## src/verilog/supervisor_pkg.sv

```systemverilog
// Overview of operation
// - Watchdog counts slow clocks; four selectable timeouts.
// - Watchdog timeout resets the whole device.
// - Watchdog-clear instruction restarts count from zero.
// - First watchdog period after wake may be short.
// - Six request lines, each with enable bit.
// - Hardware sets flags; software write clears them.
// - Flags set regardless of their enable bit.
// - Edge select picks rising, falling or both.
// - Global enable gates all lines; set/clear instructions.
// - Take: push PC, sp+2, clear global, vector.
// - Return: pop PC, sp-2, set global enable.
// - Context save/restore pushes and pops accumulator, flags.
// - Power-down stops fast and slow oscillators only.
// - Power-save gates system clock and program memory.
// - Timers stop in power-save if sysclk or oscillator off.
// - Pin toggle wakes when direction and input-enable set.
// - Non-sysclk timer match wakes from power-save.
// - Eight-bit timers on nano oscillator wake, oscillator enabled.
// - Comparator wakes only with enable and wake enable.
// - Resume after 16 slow clocks, 8 when fast.
// - Power-down wakes only by pin or nano eight-bit timers.
package supervisor_pkg;
	localparam logic [11:0] ADDR_INT_ENABLE = 12'h000;
	localparam logic [11:0] ADDR_INT_FLAGS = 12'h004;
	localparam logic [11:0] ADDR_EDGE_SELECT = 12'h008;
	localparam logic [11:0] ADDR_MISC_CTRL = 12'h00c;
	localparam logic [11:0] ADDR_STACK_PTR = 12'h010;
	localparam logic [11:0] ADDR_AUX_CTRL_TWO = 12'h014;
	localparam logic [11:0] ADDR_TIMER_SRC = 12'h018;
	localparam logic [11:0] ADDR_PIN_CFG = 12'h01c;
	localparam logic [11:0] ADDR_STATUS = 12'h020;

	localparam int NUM_LINES = 6;
	localparam int LINE_EXT_PIN = 0;
	localparam int LINE_T16 = 1;
	localparam int LINE_T2 = 2;
	localparam int LINE_T3 = 3;
	localparam int LINE_CMP = 4;
	localparam int LINE_LPWM = 5;

	localparam logic [1:0] EDGE_BOTH = 2'h0;
	localparam logic [1:0] EDGE_RISE = 2'h1;
	localparam logic [1:0] EDGE_FALL = 2'h2;

	localparam logic [1:0] SRC_SYSCLK = 2'h0;
	localparam logic [1:0] SRC_FAST = 2'h1;
	localparam logic [1:0] SRC_SLOW = 2'h2;
	localparam logic [1:0] SRC_NANO = 2'h3;

	localparam int MISC_WDT_SEL_LO = 0;
	localparam int MISC_FAST_WAKE = 5;
	localparam int MISC_WDT_EN = 8;
	localparam int MISC_FAST_OSC_EN = 9;
	localparam int MISC_SLOW_OSC_EN = 10;
	localparam int AUX_NANO_EN = 0;
	localparam int AUX_CMP_EN = 1;
	localparam int AUX_CMP_WAKE_EN = 2;

	localparam logic [1:0] WDT_SEL_RESET = 2'h0;
	localparam logic [7:0] SP_RESET = 8'h00;
	localparam logic [15:0] INT_VECTOR = 16'h0010;
	localparam logic [7:0] STACK_STEP = 8'h02;

	localparam int WDT_W = 18;
	localparam int WDT_TIMEOUT_0 = 8192;
	localparam int WDT_TIMEOUT_1 = 16384;
	localparam int WDT_TIMEOUT_2 = 65536;
	localparam int WDT_TIMEOUT_3 = 262144;
	localparam logic [4:0] WAKE_SLOW_CLKS_NORMAL = 5'h10;
	localparam logic [4:0] WAKE_SLOW_CLKS_FAST = 5'h08;

	typedef enum logic [3:0] {
		MODE_ON = 4'b0001,
		MODE_SAVE = 4'b0010,
		MODE_DOWN = 4'b0100,
		MODE_WAKE = 4'b1000
	} power_mode_t;

	typedef enum logic [3:0] {
		STK_IDLE = 4'b0001,
		STK_PUSH_HI = 4'b0010,
		STK_POP_A = 4'b0100,
		STK_POP_B = 4'b1000
	} stack_state_t;
endpackage

```

## src/verilog/interrupt_sleep_watchdog.sv

```systemverilog
`default_nettype none
module interrupt_sleep_watchdog
	import supervisor_pkg::*;
#(
	parameter int WDT_T0 = WDT_TIMEOUT_0,
	parameter int WDT_T1 = WDT_TIMEOUT_1,
	parameter int WDT_T2 = WDT_TIMEOUT_2,
	parameter int WDT_T3 = WDT_TIMEOUT_3
) (
	input wire logic sys_clk_in,
	input wire logic srst_in,
	input wire logic ce_in,
	input wire logic psel_in,
	input wire logic penable_in,
	input wire logic pwrite_in,
	input wire logic [11:0] paddr_in,
	input wire logic [31:0] pwdata_in,
	input wire logic [3:0] pstrb_in,
	output logic [31:0] prdata_out,
	output logic pready_out,
	output logic pslverr_out,
	input wire logic slow_rc_osc_in,
	input wire logic [5:0] pins_in,
	input wire logic comparator_unit_in,
	input wire logic sixteen_bit_timer_bit_in,
	input wire logic [1:0] eight_bit_timer_irq_in,
	input wire logic led_pwm_generator_irq_in,
	input wire logic sixteen_bit_timer_match_in,
	input wire logic [1:0] eight_bit_timer_match_in,
	input wire logic instr_boundary_in,
	input wire logic [15:0] pc_in,
	input wire logic [7:0] working_register_in,
	input wire logic [7:0] flag_register_in,
	input wire logic wdt_clear_in,
	input wire logic global_enable_in,
	input wire logic global_disable_in,
	input wire logic return_irq_in,
	input wire logic context_save_in,
	input wire logic context_restore_in,
	input wire logic power_save_in,
	input wire logic power_down_in,
	input wire logic [7:0] mem_rdata_in,
	output logic [7:0] mem_addr_out,
	output logic [7:0] mem_wdata_out,
	output logic mem_we_out,
	output logic mem_re_out,
	output logic core_stall_out,
	output logic pc_load_out,
	output logic [15:0] pc_value_out,
	output logic context_load_out,
	output logic [7:0] working_register_out,
	output logic [7:0] flag_register_out,
	output logic chip_reset_out,
	output logic sys_clk_en_out,
	output logic program_mem_on_out,
	output logic fast_rc_osc_en_out,
	output logic slow_rc_osc_en_out,
	output logic nano_rc_osc_en_out,
	output logic [3:0] timer_run_out
);
	typedef struct packed {
		logic [2:0] osc_s1;
		logic [2:0] osc_s2;
		logic [5:0] pin_s1;
		logic [5:0] pin_s2;
		logic slow_prev;
		logic [5:0] pin_prev;
		logic [5:0] src_prev;
		logic [5:0] int_enable;
		logic [5:0] flags;
		logic [11:0] edge_sel;
		logic [10:0] misc;
		logic [2:0] aux2;
		logic [7:0] timer_src;
		logic [5:0] pin_dir;
		logic [5:0] pin_die;
		logic [7:0] sp;
		logic gie;
		power_mode_t mode;
		logic [4:0] wake_cnt;
		logic [WDT_W-1:0] wdt_cnt;
		logic wdt_rst;
		stack_state_t stk;
		logic pop_hi;
		logic stk_is_pc;
		logic [7:0] lo_byte;
		logic [7:0] mem_addr;
		logic [7:0] mem_wdata;
		logic mem_we;
		logic mem_re;
		logic pc_load;
		logic [15:0] pc_value;
		logic ctx_load;
		logic [7:0] acc_out;
		logic [7:0] flg_out;
		logic [31:0] prdata;
	} state_t;

	state_t s_r;
	state_t s_nxt;

	localparam logic [WDT_W-1:0] WDT_LIM0 = WDT_W'(WDT_T0 - 1);
	localparam logic [WDT_W-1:0] WDT_LIM1 = WDT_W'(WDT_T1 - 1);
	localparam logic [WDT_W-1:0] WDT_LIM2 = WDT_W'(WDT_T2 - 1);
	localparam logic [WDT_W-1:0] WDT_LIM3 = WDT_W'(WDT_T3 - 1);

	function automatic logic edge_hit(input logic prev, input logic cur, input logic [1:0] sel);
		logic rise;
		logic fall;
		rise = cur & ~prev;
		fall = prev & ~cur;
		case (sel)
			EDGE_RISE: edge_hit = rise;
			EDGE_FALL: edge_hit = fall;
			default: edge_hit = rise | fall;
		endcase
	endfunction

	function automatic logic osc_running(input logic [1:0] src, input logic fast_on,
		input logic slow_on, input logic nano_on);
		case (src)
			SRC_FAST: osc_running = fast_on;
			SRC_SLOW: osc_running = slow_on;
			SRC_NANO: osc_running = nano_on;
			default: osc_running = 1'b0;
		endcase
	endfunction

	function automatic logic [7:0] lane_merge(input logic [7:0] old, input logic [31:0] wd,
		input logic [3:0] strb);
		lane_merge = strb[0] ? wd[7:0] : old;
	endfunction

	logic apb_setup;
	logic apb_write;
	logic addr_ok;
	logic slow_tick;
	logic [5:0] src_now;
	logic [5:0] edge_ev;
	logic [5:0] clr_mask;
	logic [WDT_W-1:0] wdt_limit;
	logic fast_on;
	logic slow_on;
	logic nano_on;
	logic [3:0] run;
	logic [5:0] pin_toggle;
	logic wake_pin;
	logic wake_t16;
	logic [1:0] wake_t8;
	logic wake_cmp;
	logic wake_ev;
	logic take_irq;
	logic [15:0] wr_hi;
	logic [15:0] wr_lo;

	assign pready_out = 1'b1;
	assign pslverr_out = psel_in & penable_in & ~addr_ok;
	assign apb_setup = psel_in & ~penable_in;
	assign apb_write = psel_in & penable_in & pwrite_in;

	always_comb begin
		case (paddr_in)
			ADDR_INT_ENABLE, ADDR_INT_FLAGS, ADDR_EDGE_SELECT, ADDR_MISC_CTRL,
			ADDR_STACK_PTR, ADDR_AUX_CTRL_TWO, ADDR_TIMER_SRC, ADDR_PIN_CFG,
			ADDR_STATUS: addr_ok = 1'b1;
			default: addr_ok = 1'b0;
		endcase
	end

	always_comb begin
		case (s_r.misc[MISC_WDT_SEL_LO +: 2])
			2'h1: wdt_limit = WDT_LIM1;
			2'h2: wdt_limit = WDT_LIM2;
			2'h3: wdt_limit = WDT_LIM3;
			default: wdt_limit = WDT_LIM0;
		endcase
	end

	always_comb begin
		slow_tick = s_r.osc_s2[0] & ~s_r.slow_prev;
		src_now = {led_pwm_generator_irq_in, s_r.osc_s2[1], eight_bit_timer_irq_in,
			sixteen_bit_timer_bit_in, s_r.pin_s2[0]};
		for (int i = 0; i < NUM_LINES; i++) begin
			edge_ev[i] = edge_hit(s_r.src_prev[i], src_now[i], s_r.edge_sel[2*i +: 2]);
		end
		// Power-down stops the fast and slow oscillators; the nano one is left as it is.
		fast_on = s_r.misc[MISC_FAST_OSC_EN] & (s_r.mode != MODE_DOWN);
		slow_on = s_r.misc[MISC_SLOW_OSC_EN] & (s_r.mode != MODE_DOWN);
		nano_on = s_r.aux2[AUX_NANO_EN];
		for (int t = 0; t < 4; t++) begin
			run[t] = (s_r.mode == MODE_ON) |
				osc_running(s_r.timer_src[2*t +: 2], fast_on, slow_on, nano_on);
		end
		pin_toggle = s_r.pin_s2 ^ s_r.pin_prev;
		wake_pin = |(pin_toggle & s_r.pin_dir & s_r.pin_die);
		wake_t16 = sixteen_bit_timer_match_in & run[0] &
			(s_r.timer_src[1:0] != SRC_SYSCLK);
		for (int k = 0; k < 2; k++) begin
			wake_t8[k] = eight_bit_timer_match_in[k] & run[k+1] &
				(s_r.timer_src[2*(k+1) +: 2] != SRC_SYSCLK);
		end
		wake_cmp = s_r.aux2[AUX_CMP_EN] & s_r.aux2[AUX_CMP_WAKE_EN] &
			(s_r.osc_s2[1] ^ s_r.src_prev[LINE_CMP]);
		if (s_r.mode == MODE_DOWN) begin
			// Only nano-clocked timers can still run here, so any t8 wake is from one.
			wake_ev = wake_pin | (|(wake_t8 & {2{nano_on}}));
		end else begin
			wake_ev = wake_pin | wake_t16 | (|wake_t8) | wake_cmp;
		end
		take_irq = instr_boundary_in & s_r.gie & (s_r.mode == MODE_ON) &
			(s_r.stk == STK_IDLE) & (|(s_r.flags & s_r.int_enable));
		clr_mask = 6'h3f;
		if (apb_write && paddr_in == ADDR_INT_FLAGS && pstrb_in[0]) begin
			clr_mask = pwdata_in[5:0];
		end
		wr_lo = pwdata_in[15:0];
		wr_hi = pwdata_in[31:16];
	end

	always_comb begin
		s_nxt = s_r;
		s_nxt.osc_s1 = {1'b0, comparator_unit_in, slow_rc_osc_in};
		s_nxt.osc_s2 = s_r.osc_s1;
		s_nxt.pin_s1 = pins_in;
		s_nxt.pin_s2 = s_r.pin_s1;
		s_nxt.slow_prev = s_r.osc_s2[0];
		s_nxt.pin_prev = s_r.pin_s2;
		s_nxt.src_prev = src_now;
		s_nxt.mem_we = 1'b0;
		s_nxt.mem_re = 1'b0;
		s_nxt.pc_load = 1'b0;
		s_nxt.ctx_load = 1'b0;
		s_nxt.wdt_rst = 1'b0;

		// Set wins over clear, so an edge in the clearing cycle is kept.
		s_nxt.flags = (s_r.flags & clr_mask) | edge_ev;

		if (apb_setup) begin
			case (paddr_in)
				ADDR_INT_ENABLE: s_nxt.prdata = {26'h0, s_r.int_enable};
				ADDR_INT_FLAGS: s_nxt.prdata = {26'h0, s_r.flags};
				ADDR_EDGE_SELECT: s_nxt.prdata = {20'h0, s_r.edge_sel};
				ADDR_MISC_CTRL: s_nxt.prdata = {21'h0, s_r.misc};
				ADDR_STACK_PTR: s_nxt.prdata = {24'h0, s_r.sp};
				ADDR_AUX_CTRL_TWO: s_nxt.prdata = {29'h0, s_r.aux2};
				ADDR_TIMER_SRC: s_nxt.prdata = {24'h0, s_r.timer_src};
				ADDR_PIN_CFG: s_nxt.prdata = {18'h0, s_r.pin_die, 2'h0, s_r.pin_dir};
				ADDR_STATUS: s_nxt.prdata = {s_r.wdt_cnt, 5'h0, s_r.gie,
					s_r.mode, s_r.stk};
				default: s_nxt.prdata = 32'h0;
			endcase
		end

		if (apb_write) begin
			case (paddr_in)
				ADDR_INT_ENABLE: begin
					if (pstrb_in[0]) s_nxt.int_enable = wr_lo[5:0];
				end
				ADDR_EDGE_SELECT: begin
					if (pstrb_in[0]) s_nxt.edge_sel[7:0] = wr_lo[7:0];
					if (pstrb_in[1]) s_nxt.edge_sel[11:8] = wr_lo[11:8];
				end
				ADDR_MISC_CTRL: begin
					if (pstrb_in[0]) s_nxt.misc[7:0] = wr_lo[7:0];
					if (pstrb_in[1]) s_nxt.misc[10:8] = wr_lo[10:8];
				end
				ADDR_STACK_PTR: s_nxt.sp = lane_merge(s_r.sp, pwdata_in, pstrb_in);
				ADDR_AUX_CTRL_TWO: begin
					if (pstrb_in[0]) s_nxt.aux2 = wr_lo[2:0];
				end
				ADDR_TIMER_SRC: s_nxt.timer_src = lane_merge(s_r.timer_src, pwdata_in, pstrb_in);
				ADDR_PIN_CFG: begin
					if (pstrb_in[0]) s_nxt.pin_dir = wr_lo[5:0];
					if (pstrb_in[1]) s_nxt.pin_die = wr_lo[13:8];
				end
				default: s_nxt.prdata = s_nxt.prdata;
			endcase
			if (paddr_in == ADDR_STATUS && pstrb_in[3]) begin
				s_nxt.prdata = {wr_hi, s_nxt.prdata[15:0]} & 32'h0;
			end
		end

		if (global_enable_in) begin
			s_nxt.gie = 1'b1;
		end
		if (global_disable_in) begin
			s_nxt.gie = 1'b0;
		end

		case (s_r.stk)
			STK_IDLE: begin
				if (take_irq) begin
					s_nxt.mem_addr = s_r.sp;
					s_nxt.mem_wdata = pc_in[7:0];
					s_nxt.mem_we = 1'b1;
					s_nxt.lo_byte = pc_in[15:8];
					s_nxt.stk_is_pc = 1'b1;
					s_nxt.gie = 1'b0;
					s_nxt.stk = STK_PUSH_HI;
				end else if (context_save_in) begin
					s_nxt.mem_addr = s_r.sp;
					s_nxt.mem_wdata = working_register_in;
					s_nxt.mem_we = 1'b1;
					s_nxt.lo_byte = flag_register_in;
					s_nxt.stk_is_pc = 1'b0;
					s_nxt.stk = STK_PUSH_HI;
				end else if (return_irq_in || context_restore_in) begin
					s_nxt.mem_addr = s_r.sp - STACK_STEP;
					s_nxt.mem_re = 1'b1;
					s_nxt.stk_is_pc = return_irq_in;
					s_nxt.stk = STK_POP_A;
				end
			end
			STK_PUSH_HI: begin
				s_nxt.mem_addr = s_r.sp + 8'h01;
				s_nxt.mem_wdata = s_r.lo_byte;
				s_nxt.mem_we = 1'b1;
				s_nxt.sp = s_r.sp + STACK_STEP;
				s_nxt.pc_load = s_r.stk_is_pc;
				s_nxt.pc_value = INT_VECTOR;
				s_nxt.stk = STK_IDLE;
			end
			STK_POP_A: begin
				s_nxt.mem_addr = s_r.sp - 8'h01;
				s_nxt.mem_re = 1'b1;
				s_nxt.stk = STK_POP_B;
			end
			STK_POP_B: begin
				// Read data trails its address by one cycle: low byte first, high byte next.
				if (!s_r.pop_hi) begin
					s_nxt.lo_byte = mem_rdata_in;
					s_nxt.pop_hi = 1'b1;
				end else begin
					s_nxt.pop_hi = 1'b0;
					s_nxt.stk = STK_IDLE;
					s_nxt.sp = s_r.sp - STACK_STEP;
					if (s_r.stk_is_pc) begin
						s_nxt.pc_load = 1'b1;
						s_nxt.pc_value = {mem_rdata_in, s_r.lo_byte};
						s_nxt.gie = 1'b1;
					end else begin
						s_nxt.ctx_load = 1'b1;
						s_nxt.acc_out = s_r.lo_byte;
						s_nxt.flg_out = mem_rdata_in;
					end
				end
			end
			default: s_nxt.stk = STK_IDLE;
		endcase

		case (s_r.mode)
			MODE_ON: begin
				if (power_down_in && s_r.stk == STK_IDLE) begin
					s_nxt.mode = MODE_DOWN;
				end else if (power_save_in && s_r.stk == STK_IDLE) begin
					s_nxt.mode = MODE_SAVE;
				end
			end
			MODE_SAVE, MODE_DOWN: begin
				if (wake_ev) begin
					s_nxt.mode = MODE_WAKE;
					s_nxt.wake_cnt = s_r.misc[MISC_FAST_WAKE] ? WAKE_SLOW_CLKS_FAST :
						WAKE_SLOW_CLKS_NORMAL;
				end
			end
			MODE_WAKE: begin
				if (slow_tick) begin
					s_nxt.wake_cnt = s_r.wake_cnt - 5'h01;
					if (s_r.wake_cnt == 5'h01) begin
						s_nxt.mode = MODE_ON;
					end
				end
			end
			default: s_nxt.mode = MODE_ON;
		endcase

		// The count is kept across sleep, so the first period after a wake can be short.
		if (wdt_clear_in) begin
			s_nxt.wdt_cnt = '0;
		end else if (s_r.misc[MISC_WDT_EN] && slow_tick && s_r.mode != MODE_DOWN) begin
			s_nxt.wdt_cnt = s_r.wdt_cnt + 1'b1;
			if (s_r.wdt_cnt == wdt_limit) begin
				s_nxt = '0;
				s_nxt.mode = MODE_ON;
				s_nxt.stk = STK_IDLE;
				s_nxt.misc[MISC_SLOW_OSC_EN] = 1'b1;
				s_nxt.misc[MISC_FAST_OSC_EN] = 1'b1;
				s_nxt.misc[MISC_WDT_EN] = 1'b1;
				s_nxt.pc_value = 16'h0000;
				s_nxt.wdt_rst = 1'b1;
			end
		end
	end

	always_ff @(posedge sys_clk_in) begin
		if (srst_in) begin
			s_r <= '0;
			s_r.mode <= MODE_ON;
			s_r.stk <= STK_IDLE;
			s_r.sp <= SP_RESET;
			s_r.misc <= {1'b1, 1'b1, 1'b1, 6'h0, WDT_SEL_RESET};
		end else if (ce_in) begin
			s_r <= s_nxt;
		end
	end

	assign prdata_out = s_r.prdata;
	assign mem_addr_out = s_r.mem_addr;
	assign mem_wdata_out = s_r.mem_wdata;
	assign mem_we_out = s_r.mem_we;
	assign mem_re_out = s_r.mem_re;
	// The second push byte is written after the state is idle again, so it stalls too.
	assign core_stall_out = (s_r.stk != STK_IDLE) | s_r.mem_we | s_r.mem_re |
		(s_r.mode != MODE_ON);
	assign pc_load_out = s_r.pc_load;
	assign pc_value_out = s_r.pc_value;
	assign context_load_out = s_r.ctx_load;
	assign working_register_out = s_r.acc_out;
	assign flag_register_out = s_r.flg_out;
	assign chip_reset_out = s_r.wdt_rst;
	assign sys_clk_en_out = s_r.mode == MODE_ON;
	assign program_mem_on_out = s_r.mode == MODE_ON;
	assign fast_rc_osc_en_out = s_r.misc[MISC_FAST_OSC_EN] & (s_r.mode != MODE_DOWN);
	assign slow_rc_osc_en_out = s_r.misc[MISC_SLOW_OSC_EN] &
		(s_r.mode != MODE_DOWN);
	assign nano_rc_osc_en_out = s_r.aux2[AUX_NANO_EN];
	assign timer_run_out = run;
endmodule
`default_nettype wire

```

## config.mk

```make
export PLATFORM = sky130hd
export DESIGN_NAME = interrupt_sleep_watchdog
export DESIGN_NICKNAME = d
export VERILOG_FILES = /design/src/verilog/supervisor_pkg.sv /design/src/verilog/interrupt_sleep_watchdog.sv
export SDC_FILE = /design/constraint.sdc
export NUM_CORES = 1
export LEC_CHECK = 0
export BUFFER_PORTS_ARGS = -buffer_cell sky130_fd_sc_hd__buf_4
export CAP_MARGIN = 20
export CORE_MARGIN = 5
export CORE_UTILIZATION = 55
export CTS_BUF_LIST = sky130_fd_sc_hd__clkbuf_8
export CTS_CLUSTER_SIZE = 12
export DETAILED_ROUTE_END_ITERATION = 7
export PLACE_DENSITY = 0.79
export SYNTH_ARGS = -nofsm -noshare
export SYNTH_HDL_FRONTEND = slang
export SYNTH_SLANG_ARGS = --single-unit
```

## constraint.sdc

```tcl
create_clock -name sys_clk_in -period 4.36 [get_ports sys_clk_in]
set_input_delay 1.09 -clock sys_clk_in [delete_from_list [all_inputs] [get_ports sys_clk_in]]
set_output_delay 1.09 -clock sys_clk_in [all_outputs]
set_load 0.02 [all_outputs]
```

==> flow_summary_export.csv <==
group,metric,value,unit
global_route,grt_pass1_vias,10720,
pwr,p_leak,5.486,nW
critical_path,worstPathCellList,"or4b_2 > inv_1 > nand2_1 > or3_1 > buf_4",
status,status,"completed",
clock_network,cts_hold_buf,0,
placed_design,io_buffers,194,
detailed_routing,wl_per_cell,20.15,um
pwr,p_total,4.433,mW
critical_path,critPathSlowestCell,"or4b_2",
yosys,synth_edf_count,0,
critical_path,slowest_delay,0.75,ns
yosys,synth_flop_cell,"dfxtp_1",
placed_design,routabilityCongestion,0.9802,
detailed_routing,wirelength,36540,um
layout,drive_gt1_frac,0.1957,
sta,period_share,0.9062,
floorplan,io_pins,215,
yosys,syn_avg_cell_area,8.287,um2
sta,clock_skew,0.02860,ns
sta,final.setup.tns,0,ns
floorplan,die-area,24440,um2
critical_path,cp-start-kind,"flip-flop",
sta,min_period,3.951,ns
yosys,synthTopCellsByArea,"dfxtp_1 38%, buf_4 5.4%, nand2_1 4.7%",
layout,area_growth,15.54,%
placed_design,place_area,12870,um2
yosys,yosysMostFrequentCell,"dfxtp_1",
yosys,yosysWarningCount,0,
layout,fin_area,13610,um2
clock_network,htreeDepth,2,
critical_path,crit_arrival,2.86,ns
floorplan,core_area,21020,um2
critical_path,cp_max_fo,12,
sta,setup_viol,0,
placed_design,dp_slack,0.6216,ns
floorplan,die_h,156.3,um
critical_path,critPathKind,"flip-flop to primary output",
critical_path,worst_ep_required_time,3.27,ns
detailed_routing,ant_nets,0,
clock_network,clkSinkCount,221,
yosys,ys_ff_latch,221,
global_route,grt_pass1_wl,57120,um
global_route,use_met1,0.3816,
clock_network,clock_latency,0.54,ns
critical_path,endpoint_kind,"primary output",
layout,multi_input_area,6266,um2
clock_network,clk_pin_slew,0.06,ns
yosys,netlist_area,11780,um2
global_route,grtUsageMet3,0.07577,
yosys,async_reset_ff_frac,0,
placed_design,dp.cells,1750,
sta,hold_viol,0,
clock_network,cts_root_buf,"clkbuf_8",
detailed_routing,drcViolationCount,0,
detailed_routing,viasPerCell,6.274,
global_route,grt.busiest_layer,"met2",
sta,whs,0.4505,ns
pwr,ir_drop,0.0002859,V
floorplan,row_count,53,
layout,fin_util,0.6473,
yosys,syn-num-nets,1575,
clock_network,tritoncts,"built",
global_route,grt_use_met2,0.4483,
global_route,grt_max_degree,61,
pwr,p_per_area,325.8,nW/um2
yosys,synth_cells,1421,
layout,nNetsFinal,1670,
yosys,synth_top_area_cell,"dfxtp_1",
floorplan,die_x,156.3,um
sta,fmax,253.1,MHz
sta,tightest_slew,1.114,ns
clock_network,clk_path_buf_depth,3,
clock_network,post_cts.repair.setup_buffers,0,
sta,maxSlewHeadroom,0.2506,
sta,fin_ws,0.4089,ns
floorplan,start_util,0.5602,
hold_path,hp-class,"flip-flop to flip-flop",
detailed_routing,dr.pass1.iters,8,
yosys,synth_top_cell_area_share,0.3757,
yosys,synth_common_cells,"221 x dfxtp_1, 146 x nand2_1, 143 x nor2_1",
detailed_routing,drtIter0Drc,1175,
sta,rsz0062_at_grt,"no",
clock_network,cts_resized,0,
layout,regArea,4424,um2
layout,diodes,0,
global_route,grt-ovfl-total,0,
placed_design,dp_hpwl,26670,um
flow_run,cap_violations,0,
sta,maxSlewViolCount,0,
yosys,synth_cell_types,72,
clock_network,cts_buffers,38,
layout,num-fill-cells,1842,
yosys,seq_area_frac_synth,0.3757,
detailed_routing,via_count,11370,
global_route,antenna_found_initial,0,
layout,instances_no_fill,1813,
global_route,grt_usage,0.2871,
[per-layer routing]
layer  share of wire  wire length [um]
met1            0.42             15190
met2            0.45             16450
met3            0.10              3764
met4           0.031              1137
met5               0                 0
[path summary, 6_finish.rpt]
path	start	to	slack, ns	depth (start not counted)
max	s_r[122]$_SDFFE_PP1P_	core_stall_out	0.41	5
min	prdata_out[10]$_SDFFE_PP0P_	prdata_out[10]$_SDFFE_PP0P_	0.45	2
max reg2reg	s_r[96]$_SDFFE_PP0P_	mem_addr_out[7]$_SDFFE_PP0P_	0.93	9
min reg2reg	prdata_out[10]$_SDFFE_PP0P_	prdata_out[10]$_SDFFE_PP0P_	0.45	2
[state kept, by name, indices dropped and copies added, names as in the netlist, 8 cells and up]
signal and flops:
working_register_out 8, mem_wdata_out 8, mem_addr_out 8, flag_register_out 8, prdata_out 32, s_r 135
pc_value_out 16
[cell families after synthesis]
kind of cell / Yosys count / synth area share
mux: 25 / 0.02136
simple gates: 461 / 0.1850
compound gates: 438 / 0.2624
fa+ha+maj: 36 / 0.03889
buf+inv: 210 / 0.09477
other cells: 1 / 0.0003184
flops: 221 / 0.3757
xor+xnor: 29 / 0.02157
[power by group]
part	switching, mW	total (mW)	internal [mW]
sequential	0.0490	2.10	2.05
clock	0.825	1.82	0.997
combinational	0.308	0.507	0.200
[cell usage in the layout, fill, tap and decap left out, types with 4 or more instances in the layout]
cell / count
o211ai_1: 9
mux2i_1: 24
nand2b_1: 6
nand4b_1: 4
inv_1: 48
a211oi_1: 11
a221oi_1: 27
a21o_1: 7
nor3_1: 31
nand2_1: 146
or2_2: 6
a32o_1: 12
buf_4: 226
nor2b_1: 7
xor2_1: 15
nor3b_1: 5
o22ai_1: 11
and4_1: 4
nand4_1: 10
nor2_1: 143
dfxtp_1: 221
nand3_1: 38
xnor2_1: 14
and2_1: 9
a22o_1: 42
and3_1: 17
a21oi_1: 86
o2bb2ai_1: 32
or3_1: 7
o31ai_1: 7
a22oi_1: 63
o21ai_0: 81
clkbuf_8: 49
a222oi_1: 13
nor4_1: 5
a31oi_1: 6
ha_1: 35
[final cells by class]
| class | count | share of cell area |
|---|---|---|
| clock buffer | 49 | 0.04956 |
| inverter | 39 | 0.01076 |
| timing repair buffer | 226 | 0.1247 |
| clock inverter | 13 | 0.004046 |
| multi-input combinational | 990 | 0.4605 |
| sequential | 221 | 0.3251 |
| tap | 275 | 0.02529 |
[worst max-delay path: cells and delay by family, from the launching register on]
| kind | cells | cell delay [ns] |
|---|---|---|
| buffers and inverters | 2 | 0.45 |
| AND/OR/NAND/NOR | 3 | 1.27 |
| flip-flops | 1 | 0.58 |
No activity file was read; power rests on OpenSTA's default activity.
